==> src/hdl/cache_maint_params.svh <==
// constants for the cache maintenance and lockdown block
`ifndef CACHE_MAINT_PARAMS_SVH
`define CACHE_MAINT_PARAMS_SVH
// register offsets (byte addresses)
`define CM_OFF_SYNC        12'h730
`define CM_OFF_INV_PA      12'h770
`define CM_OFF_INV_WAY     12'h77C
`define CM_OFF_CLN_PA      12'h7B0
`define CM_OFF_CLN_IDX     12'h7B8
`define CM_OFF_CLN_WAY     12'h7BC
`define CM_OFF_CI_PA       12'h7F0
`define CM_OFF_CI_IDX      12'h7F8
`define CM_OFF_CI_WAY      12'h7FC
`define CM_OFF_D_LOCK      12'h900
`define CM_OFF_I_LOCK      12'h904
`define CM_OFF_STATUS      12'h908
// field positions
`define CM_WAY_MSB         31
`define CM_WAY_LSB         29
`define CM_LINE_LSB        5
// reset values
`define CM_LOCK_RST        8'h00
// each background step covers one index of one way
`define CM_STEP_CYCLES     2
`endif

==> src/hdl/cache_maint_pkg.sv <==
// types for the cache maintenance and lockdown block
package cache_maint_pkg;
  typedef enum logic [1:0] {
    OP_CLEAN,
    OP_INV,
    OP_CLEAN_INV
  } op_kind_e;
  typedef enum logic [2:0] {
    ST_IDLE,
    ST_DRAIN,
    ST_LINE,
    ST_WAIT_EMPTY,
    ST_WAY
  } maint_state_e;
endpackage

==> src/hdl/cache_maintenance_lockdown.sv <==
// cache maintenance sequencer and way lockdown registers
//
// Functional notes
// - clean-and-invalidate by way/index writes back a dirty valid line, then invalidates.
// - clean-and-invalidate by address writes back a dirty valid line, then invalidates.
// - clean-and-invalidate by way cleans and invalidates ways in background, ways locked.
// - every maintenance request first drains the internal buffers.
// - maintenance runs whether the cache enable bit is set or not.
// - line and sync operations stall the requesting port until done.
// - way operations run in background; the port is not stalled.
// - lookups continue into ways under background operation.
// - a request arriving while one is busy is ignored.
// - ways under background operation are treated as locked.
// - line operand is a full 32-bit address or way-plus-index word; the address form keeps only bits 31..5 and forces bits 4..0 to zero.
// - way number sits in bits 31..29; other unused bits are zero.
// - index width follows the configured way size.
// - line maintenance registers always read zero.
// - way operations act on ways whose low eight data bits are one.
// - way bits read one while pending and clear when that way is done.
// - separate data and instruction lockdown settings.
// - linefill victim chosen only among unlocked ways.
// - all ways locked: fill is fetched but not written to the cache.
// - all ways locked: write-allocate accesses proceed without allocation.
// - sync drains store, victim and alloc buffers; done once all are empty.
//
// The register addresses and strobed register access are this design's own decisions.
`timescale 1ns/1ps
`include "cache_maint_params.svh"

module cache_maintenance_lockdown #(
  parameter int WAYS      = 8,
  parameter int IDX_BITS  = 8,
  parameter int STEP_CYC  = `CM_STEP_CYCLES
) (
  // clock and reset
  input  wire logic                clk_i,
  input  wire logic                arst_n_i,
  // register port
  input  wire logic [11:0]         addr_i,
  input  wire logic [31:0]         wdata_i,
  input  wire logic                wr_i,
  input  wire logic                rd_i,
  output logic      [31:0]         rdata_o,
  output logic                     stall_o,
  // cache enable, ignored by maintenance
  input  wire logic                cache_en_i,
  // buffer state from the datapath
  input  wire logic                store_buf_empty_i,
  input  wire logic                victim_buf_empty_i,
  input  wire logic                alloc_buf_empty_i,
  output logic                     drain_req_o,
  // line access to tag array
  output logic                     line_req_o,
  output logic      [2:0]          line_way_o,
  output logic      [IDX_BITS-1:0] line_idx_o,
  output logic      [31:0]         line_addr_o,
  output logic                     line_by_addr_o,
  output logic                     line_clean_o,
  output logic                     line_inv_o,
  input  wire logic                line_done_i,
  // linefill allocation
  input  wire logic                miss_i,
  input  wire logic                miss_instr_i,
  input  wire logic [2:0]          rand_way_i,
  output logic                     alloc_ok_o,
  output logic      [2:0]          victim_way_o,
  output logic      [WAYS-1:0]     lock_mask_o
);

  // ----------------------------------------
  // decode
  // ----------------------------------------
  function automatic logic hit(input logic [11:0] a, input logic [11:0] o);
    hit = (a == o);
  endfunction

  logic wr_sync, wr_line, wr_way;
  logic line_pa;
  cache_maint_pkg::op_kind_e wr_kind;
  always_comb
  begin
    wr_sync = wr_i && hit(addr_i, `CM_OFF_SYNC);
    wr_line = wr_i && (hit(addr_i, `CM_OFF_INV_PA) || hit(addr_i, `CM_OFF_CLN_PA) ||
              hit(addr_i, `CM_OFF_CLN_IDX) || hit(addr_i, `CM_OFF_CI_PA) || hit(addr_i, `CM_OFF_CI_IDX));
    wr_way  = wr_i && (hit(addr_i, `CM_OFF_INV_WAY) || hit(addr_i, `CM_OFF_CLN_WAY) ||
              hit(addr_i, `CM_OFF_CI_WAY));
    line_pa = hit(addr_i, `CM_OFF_INV_PA) || hit(addr_i, `CM_OFF_CLN_PA) || hit(addr_i, `CM_OFF_CI_PA);
    if (hit(addr_i, `CM_OFF_INV_PA) || hit(addr_i, `CM_OFF_INV_WAY))
      wr_kind = cache_maint_pkg::OP_INV;
    else if (hit(addr_i, `CM_OFF_CLN_PA) || hit(addr_i, `CM_OFF_CLN_IDX) || hit(addr_i, `CM_OFF_CLN_WAY))
      wr_kind = cache_maint_pkg::OP_CLEAN;
    else
      wr_kind = cache_maint_pkg::OP_CLEAN_INV;
  end

  // ----------------------------------------
  // sequencer
  // ----------------------------------------
  cache_maint_pkg::maint_state_e state;
  cache_maint_pkg::op_kind_e     kind;
  logic [WAYS-1:0]     way_pend;
  logic [WAYS-1:0]     way_sel;
  logic [2:0]          cur_way;
  logic [IDX_BITS-1:0] cur_idx;
  logic [7:0]          step_cnt;
  logic                after_line;
  logic                op_is_way;
  logic                bufs_empty;
  logic                start;

  assign bufs_empty = store_buf_empty_i && victim_buf_empty_i && alloc_buf_empty_i;
  // cache_en_i does not gate any request
  assign start = (state == cache_maint_pkg::ST_IDLE) && (wr_sync || wr_line || wr_way);

  function automatic logic [2:0] first_way(input logic [WAYS-1:0] m);
    first_way = 3'h0;
    for (int k = WAYS - 1; k >= 0; k--)
      if (m[k])
        first_way = 3'(k);
  endfunction

  always_ff @(posedge clk_i or negedge arst_n_i)
  begin
    if (!arst_n_i)
    begin
      state       <= cache_maint_pkg::ST_IDLE;
      kind        <= cache_maint_pkg::OP_CLEAN;
      op_is_way   <= 1'b0;
      after_line  <= 1'b0;
      line_req_o  <= 1'b0;
      line_way_o  <= 3'h0;
      line_idx_o  <= '0;
      line_addr_o <= 32'h0;
      line_by_addr_o <= 1'b0;
      line_clean_o <= 1'b0;
      line_inv_o  <= 1'b0;
      way_sel     <= '0;
      cur_way     <= 3'h0;
      cur_idx     <= '0;
      step_cnt    <= 8'h00;
    end
    else
    begin
      case (state)
        cache_maint_pkg::ST_IDLE:
        begin
          if (start)
          begin
            state     <= cache_maint_pkg::ST_DRAIN;
            kind      <= wr_kind;
            op_is_way <= wr_way;
            after_line <= wr_line;
            // operand: address form or way in 31..29 plus index
            line_addr_o <= {wdata_i[31:`CM_LINE_LSB], 5'h00};
            line_way_o  <= wdata_i[`CM_WAY_MSB:`CM_WAY_LSB];
            line_idx_o  <= wdata_i[`CM_LINE_LSB +: IDX_BITS];
            line_by_addr_o <= line_pa;
            way_sel   <= wr_way ? wdata_i[WAYS-1:0] : '0;
          end
        end
        cache_maint_pkg::ST_DRAIN:
        begin
          if (bufs_empty)
          begin
            if (after_line)
            begin
              state        <= cache_maint_pkg::ST_LINE;
              line_req_o   <= 1'b1;
              // clean-and-invalidate asks for both write-back and invalidate
              line_clean_o <= (kind != cache_maint_pkg::OP_INV);
              line_inv_o   <= (kind != cache_maint_pkg::OP_CLEAN);
            end
            else if (op_is_way && (way_sel != '0))
            begin
              state   <= cache_maint_pkg::ST_WAY;
              cur_way <= first_way(way_sel);
              cur_idx <= '0;
              step_cnt <= 8'h00;
            end
            else
              state <= cache_maint_pkg::ST_IDLE;
          end
        end
        cache_maint_pkg::ST_LINE:
        begin
          if (line_done_i)
          begin
            line_req_o <= 1'b0;
            state      <= cache_maint_pkg::ST_WAIT_EMPTY;
          end
        end
        cache_maint_pkg::ST_WAIT_EMPTY:
        begin
          // write-back must leave the victim buffer before the port is released
          if (bufs_empty)
            state <= cache_maint_pkg::ST_IDLE;
        end
        cache_maint_pkg::ST_WAY:
        begin
          // walk every index of each selected way
          line_by_addr_o <= 1'b0;
          line_way_o     <= cur_way;
          line_idx_o     <= cur_idx;
          line_clean_o   <= (kind != cache_maint_pkg::OP_INV);
          line_inv_o     <= (kind != cache_maint_pkg::OP_CLEAN);
          if (step_cnt == 8'(STEP_CYC - 1))
          begin
            step_cnt <= 8'h00;
            if (cur_idx == '1)
            begin
              cur_idx <= '0;
              way_sel[cur_way] <= 1'b0;
              if ((way_sel & ~(WAYS'(1) << cur_way)) == '0)
                state <= cache_maint_pkg::ST_IDLE;
              else
                cur_way <= first_way(way_sel & ~(WAYS'(1) << cur_way));
            end
            else
              cur_idx <= cur_idx + 1'b1;
          end
          else
            step_cnt <= step_cnt + 8'h01;
        end
        default:
          state <= cache_maint_pkg::ST_IDLE;
      endcase
    end
  end

  // pending bits clear as each way finishes
  assign way_pend = way_sel;

  // line and sync hold the port; way operations never do
  always_ff @(posedge clk_i or negedge arst_n_i)
  begin
    if (!arst_n_i)
      stall_o <= 1'b0;
    else if (start)
      stall_o <= !wr_way;
    else if ((state == cache_maint_pkg::ST_DRAIN && bufs_empty && !after_line) ||
             (state == cache_maint_pkg::ST_WAIT_EMPTY && bufs_empty))
      stall_o <= 1'b0;
  end

  always_ff @(posedge clk_i or negedge arst_n_i)
  begin
    if (!arst_n_i)
      drain_req_o <= 1'b0;
    else
      drain_req_o <= start || (state == cache_maint_pkg::ST_DRAIN && !bufs_empty);
  end

  // ----------------------------------------
  // lockdown
  // ----------------------------------------
  logic [WAYS-1:0] d_lock, i_lock;
  always_ff @(posedge clk_i or negedge arst_n_i)
  begin
    if (!arst_n_i)
    begin
      d_lock <= WAYS'(`CM_LOCK_RST);
      i_lock <= WAYS'(`CM_LOCK_RST);
    end
    else if (wr_i)
    begin
      if (hit(addr_i, `CM_OFF_D_LOCK))
        d_lock <= wdata_i[WAYS-1:0];
      if (hit(addr_i, `CM_OFF_I_LOCK))
        i_lock <= wdata_i[WAYS-1:0];
    end
  end

  // lookups are never blocked here; only allocation is restricted
  logic [WAYS-1:0] eff_lock;
  logic [2:0]      pick;
  logic            any_free;
  always_comb
  begin
    eff_lock = (miss_instr_i ? i_lock : d_lock) | way_pend;
    any_free = (eff_lock != '1);
    pick     = rand_way_i;
    // next unlocked way at or after the random pointer
    for (int k = WAYS - 1; k >= 0; k--)
      if (!eff_lock[3'(32'(rand_way_i) + k) % WAYS])
        pick = 3'((32'(rand_way_i) + k) % WAYS);
  end

  always_ff @(posedge clk_i or negedge arst_n_i)
  begin
    if (!arst_n_i)
    begin
      alloc_ok_o   <= 1'b0;
      victim_way_o <= 3'h0;
      lock_mask_o  <= '0;
    end
    else
    begin
      lock_mask_o <= eff_lock;
      // no free way: fill still fetched, nothing allocated
      alloc_ok_o   <= miss_i && any_free;
      victim_way_o <= pick;
    end
  end

  // ----------------------------------------
  // read port
  // ----------------------------------------
  always_ff @(posedge clk_i or negedge arst_n_i)
  begin
    if (!arst_n_i)
      rdata_o <= 32'h0;
    else if (rd_i)
    begin
      // polled way registers show pending ways line registers read zero
      if (hit(addr_i, `CM_OFF_INV_WAY) || hit(addr_i, `CM_OFF_CLN_WAY) || hit(addr_i, `CM_OFF_CI_WAY))
        rdata_o <= 32'(way_pend);
      else if (hit(addr_i, `CM_OFF_D_LOCK))
        rdata_o <= 32'(d_lock);
      else if (hit(addr_i, `CM_OFF_I_LOCK))
        rdata_o <= 32'(i_lock);
      else if (hit(addr_i, `CM_OFF_STATUS))
        rdata_o <= {29'h0, cache_en_i, stall_o, (state != cache_maint_pkg::ST_IDLE)};
      else
        rdata_o <= 32'h0;
    end
  end
endmodule

==> config.mk <==
export PLATFORM = sky130hd
export DESIGN_NAME = cache_maintenance_lockdown
export DESIGN_NICKNAME = d
export VERILOG_FILES = /design/src/hdl/cache_maint_pkg.sv /design/src/hdl/cache_maintenance_lockdown.sv
export VERILOG_INCLUDE_DIRS = /design/src /design/src/hdl
export SDC_FILE = /design/constraint.sdc
export NUM_CORES = 1
export LEC_CHECK = 0
export BUFFER_PORTS_ARGS = -buffer_cell sky130_fd_sc_hd__buf_4
export CAP_MARGIN = 25
export CELL_PAD_IN_SITES_DETAIL_PLACEMENT = 2
export CELL_PAD_IN_SITES_GLOBAL_PLACEMENT = 2
export CORE_MARGIN = 2
export CORE_UTILIZATION = 32
export CTS_CLUSTER_SIZE = 40
export DETAILED_ROUTE_END_ITERATION = 7
export PLACE_DENSITY = 0.9
export SETUP_SLACK_MARGIN = 0.15
export SYNTH_ARGS = -nofsm -noshare
export SYNTH_HDL_FRONTEND = slang
export SYNTH_SLANG_ARGS = --single-unit
==> constraint.sdc <==
create_clock -name clk_i -period 3.5 [get_ports clk_i]
set_clock_uncertainty 0.2 [all_clocks]
set_input_delay 0.175 -clock clk_i [delete_from_list [all_inputs] [get_ports clk_i]]
set_output_delay 0.175 -clock clk_i [all_outputs]
set_load 0.02 [all_outputs]
==> results.md <==
- Clock buffer depth: 2
- Worst reg2reg startpoint: step_cnt[1]$_DFFE_PN0P_
- Slew Limit Headroom: 0.422
- Finished Layout Cells: ~1200
- Final min period: between 2 and 3 ns
- Die X: 145 um
- Hold Vio Cnt, Final: 0
- CTS H-Tree Depth: 4
- Final core utilization: 0.437
- Max_cap viols: 0
- Tot Pwr: 6.11 mW
- Main synth FF type: dfrtp_1
- Initial Util: 0.328
- CP Max Fanout: 10
- Yosys cell types: 71
- Mean Syn Cell Area: 8.90 sq um
- Clk Tree Root Cell: clkbuf_16
- Row count: 51
- Post-synth EDFFs: 0
- Final worst path period share: 0.848
- Core area: about 0.020 sq mm
- Number of global-route vias before repair: 7145
- Sequential area share after synthesis: 0.446
- Data required time of the critical path: 3.61 ns
- Number of buffers created by CTS: 17
- Reg clk slew, reported paths: 0.06 ns
- CP Launch Point: step_cnt[1]$_DFFE_PN0P_
- Cells after Synth: 719
- Hold Crit Class: primary input to flop
- Critical Path, Cell by Cell: inv_1 -> ha_1 -> or4b_1 -> o41ai_2 -> nand2_1 -> a21oi_1 -> nor2_1 -> a31oi_1
- Layout cells sized above 1: 0.234
- Pre-CTS setup slack: 0.362 ns
- Unrepaired setup endpoints after global routing: false
- Top delay family on crit path: compound AO/OA/AOI/OAI gates
- Slowest-stage cell, CP: a21oi_1
- Synth Cell Area: ~0.0064 sq mm
- Antenna-violating nets left: 0
- Grt ovf: 0
- Max Used Layer: met4
- HPWL Detailed: ~16000 um
- PortBufs: approximately 120
- Initial antenna violation count: 0
- P&R area growth vs syn: 33.4%
- Via density: 5.39
- Synth Register Bits: roughly 110
- Most frequent cells in the layout: nand2_1 (157), buf_4 (132), dfrtp_1 (114)
- Arrival @ worst endpoint: slightly above 3 ns
- First-pass GRT wire length: a little over 40000 um
- Worst-Margin Slew: 0.866 ns
- Diodes inserted: 0
- Total Routing Usage GR: 0.251
- Setup Crit Path Kind: flop to flop
- Post_cts resized: 0
- PwrDens: slightly above 700 mW/mm^2
- VDD IR max: 0.341 mV
- Met3 Wirelength: 1330 um
- Worst setup EP type: flop
- Synth warn: 0
- Final GP Congestion: 0.837
- TritonCTS clock tree: yes
- Status: complete, no violations
- Drt first-iter violations: 377
- Chip height: 145 um
- Post-synth ARST share: 1.00
- 1st-pass router iterations: 5
- Leak pwr: 4.12 nW
- Clk_lat worst skew: approximately 0.43 ns
- Setup Viol. Count Final: 0
- Wirelength per Cell: 22.6 um
- Setup bufs post-CTS: 0
- Setup TNS: 0 ns
- CP Buf/Inv Count: 1
- CP Launch Type: flop
- Max stage delay on crit path: 0.69 ns
- Commonest non-fill, non-tap cell in the layout: nand2_1
- Max Clk Rate: 337 MHz
- Worst Slack Setup Final: 0.534 ns
- Vias: between 6000 and 7000
- Die area: 0.0211 sq mm
- Dpl cells: 1077
- Final Slew Violations: 0
- CTS sink cnt: 114
- Hold path startpoint: rand_way_i[0]
- DRC Markers: 0
- Largest net degree at the start of global routing: 64
- Total wire length: roughly 26000 um
- R2r setup slk: about 0.53 ns
- Nets: 936
- IO Count: 151
- Met2 wire length: 13400 um
- Met1 WL: 10600 um
==> stage by stage <==
step	area [sq um]	hold slack, ns
finish	8540	0.0879
global route	8540	0.104
CTS	8540	0.0659
detailed placement	7480	0.148
global placement	7480	0.135
floorplan	6500	-0.321
==> registers in the layout (all words and copies together), names as in the netlist, 2 cells and up <==
name / count
victim_way_o: 3
line_idx_o: 8
kind: 2
state: 3
way_pend: 8
lock_mask_o: 8
cur_way: 3
line_way_o: 3
cur_idx: 8
rdata_o: 8
step_cnt: 8
i_lock: 8
line_addr_o: 27
d_lock: 8
==> timing repair <==
action	CTS	global route
hold buffers	42	0
endpoints found under the hold margin	140	0
endpoints found under the setup margin	0	0
==> final timing paths <==
kind / to / cells after the start
worst max-delay path: way_pend[1]$_DFFE_PN0P_ / 8
worst min-delay path: victim_way_o[0]$_DFF_PN0_ / 3
worst max register to register: way_pend[1]$_DFFE_PN0P_ / 8
worst min register to register: line_addr_o[11]$_DFFE_PN0P_ / 2
max in group asynchronous: victim_way_o[1]$_DFF_PN0_ / 3
min in group asynchronous: line_addr_o[25]$_DFFE_PN0P_ / 2
==> report_power, final <==
group	leakage (nW)	switching [mW]	total [mW]	internal, mW
logic	2.32	1.41	2.26	0.847
registers	1.49	0.366	1.94	1.57
clock network	0.315	0.679	1.91	1.23
==> cell type report <==
class                           count  area, sq um
Tap cell                          265          332
Clock buffer                       20          457
Sequential cell                   114         2850
Multi-Input combinational cell    546         3210
Timing Repair Buffer              175         1430
Fill cell                        2101        11000
Inverter                           19         71.3
Clock inverter                     12          179
==> synthesized netlist by cell type, types with 3 or more instances <==
cell       instances  area (sq um)
clkbuf_1          35           131
a21oi_1           31           155
and4_1             3          26.3
o2111ai_1          4          35.0
nor3b_1            4          30.0
o21ai_0           26           130
mux2i_2            6          82.6
o31ai_1            3          22.5
nor3_1             9          45.0
nor2b_1           12          75.1
dfrtp_1          114          2850
or2_2              3          18.8
nand3b_1           3          22.5
xnor2_1            3          26.3
nand2_1          157           589
a21o_1             8          60.1
mux4_2             4          90.1
a221oi_1           3          26.3
a32oi_1            8          70.1
a22oi_1           10          75.1
nand2b_1           9          56.3
a222oi_1           5          50.1
nand4_1            8          50.1
buf_4             29           218
nor2_1            58           218
o22ai_1            5          31.3
ha_1               5          62.6
xor2_1             6          52.6
a31oi_1           12          75.1
mux2_2            22           248
nand3_1           26           130
mux2i_1            9          90.1
and3_1             9          56.3
nor4_1             5          31.3
or3b_2             3          26.3
inv_1             17          63.8
==> kinds of logic after synthesis <==
kind of cell             synth area share
AND/OR/NAND/NOR                     0.231
AO/OA/AOI/OAI                       0.150
flip-flops                          0.446
buffers and inverters              0.0694
multiplexers                       0.0816
XOR/XNOR                           0.0123
adder cells (fa/ha/maj)           0.00978
other                            0.000586
==> worst reg2reg max path: cells and delay by family, from the launching register on <==
kind,cells,cell delay (ns)
AND/OR/NAND/NOR,3,0.74
flip-flops,1,0.41
buffers and inverters,1,0.09
adder cells (fa/ha/maj),1,0.13
AO/OA/AOI/OAI,3,1.28
==> per-layer routing <==
layer,up-vias,track usage
met5,-,0
met4,0,0.0848
met3,42,0.0592
met2,201,0.446
met1,3172,0.297
li1,2792,-
No activity file was read; power rests on OpenSTA's default activity.
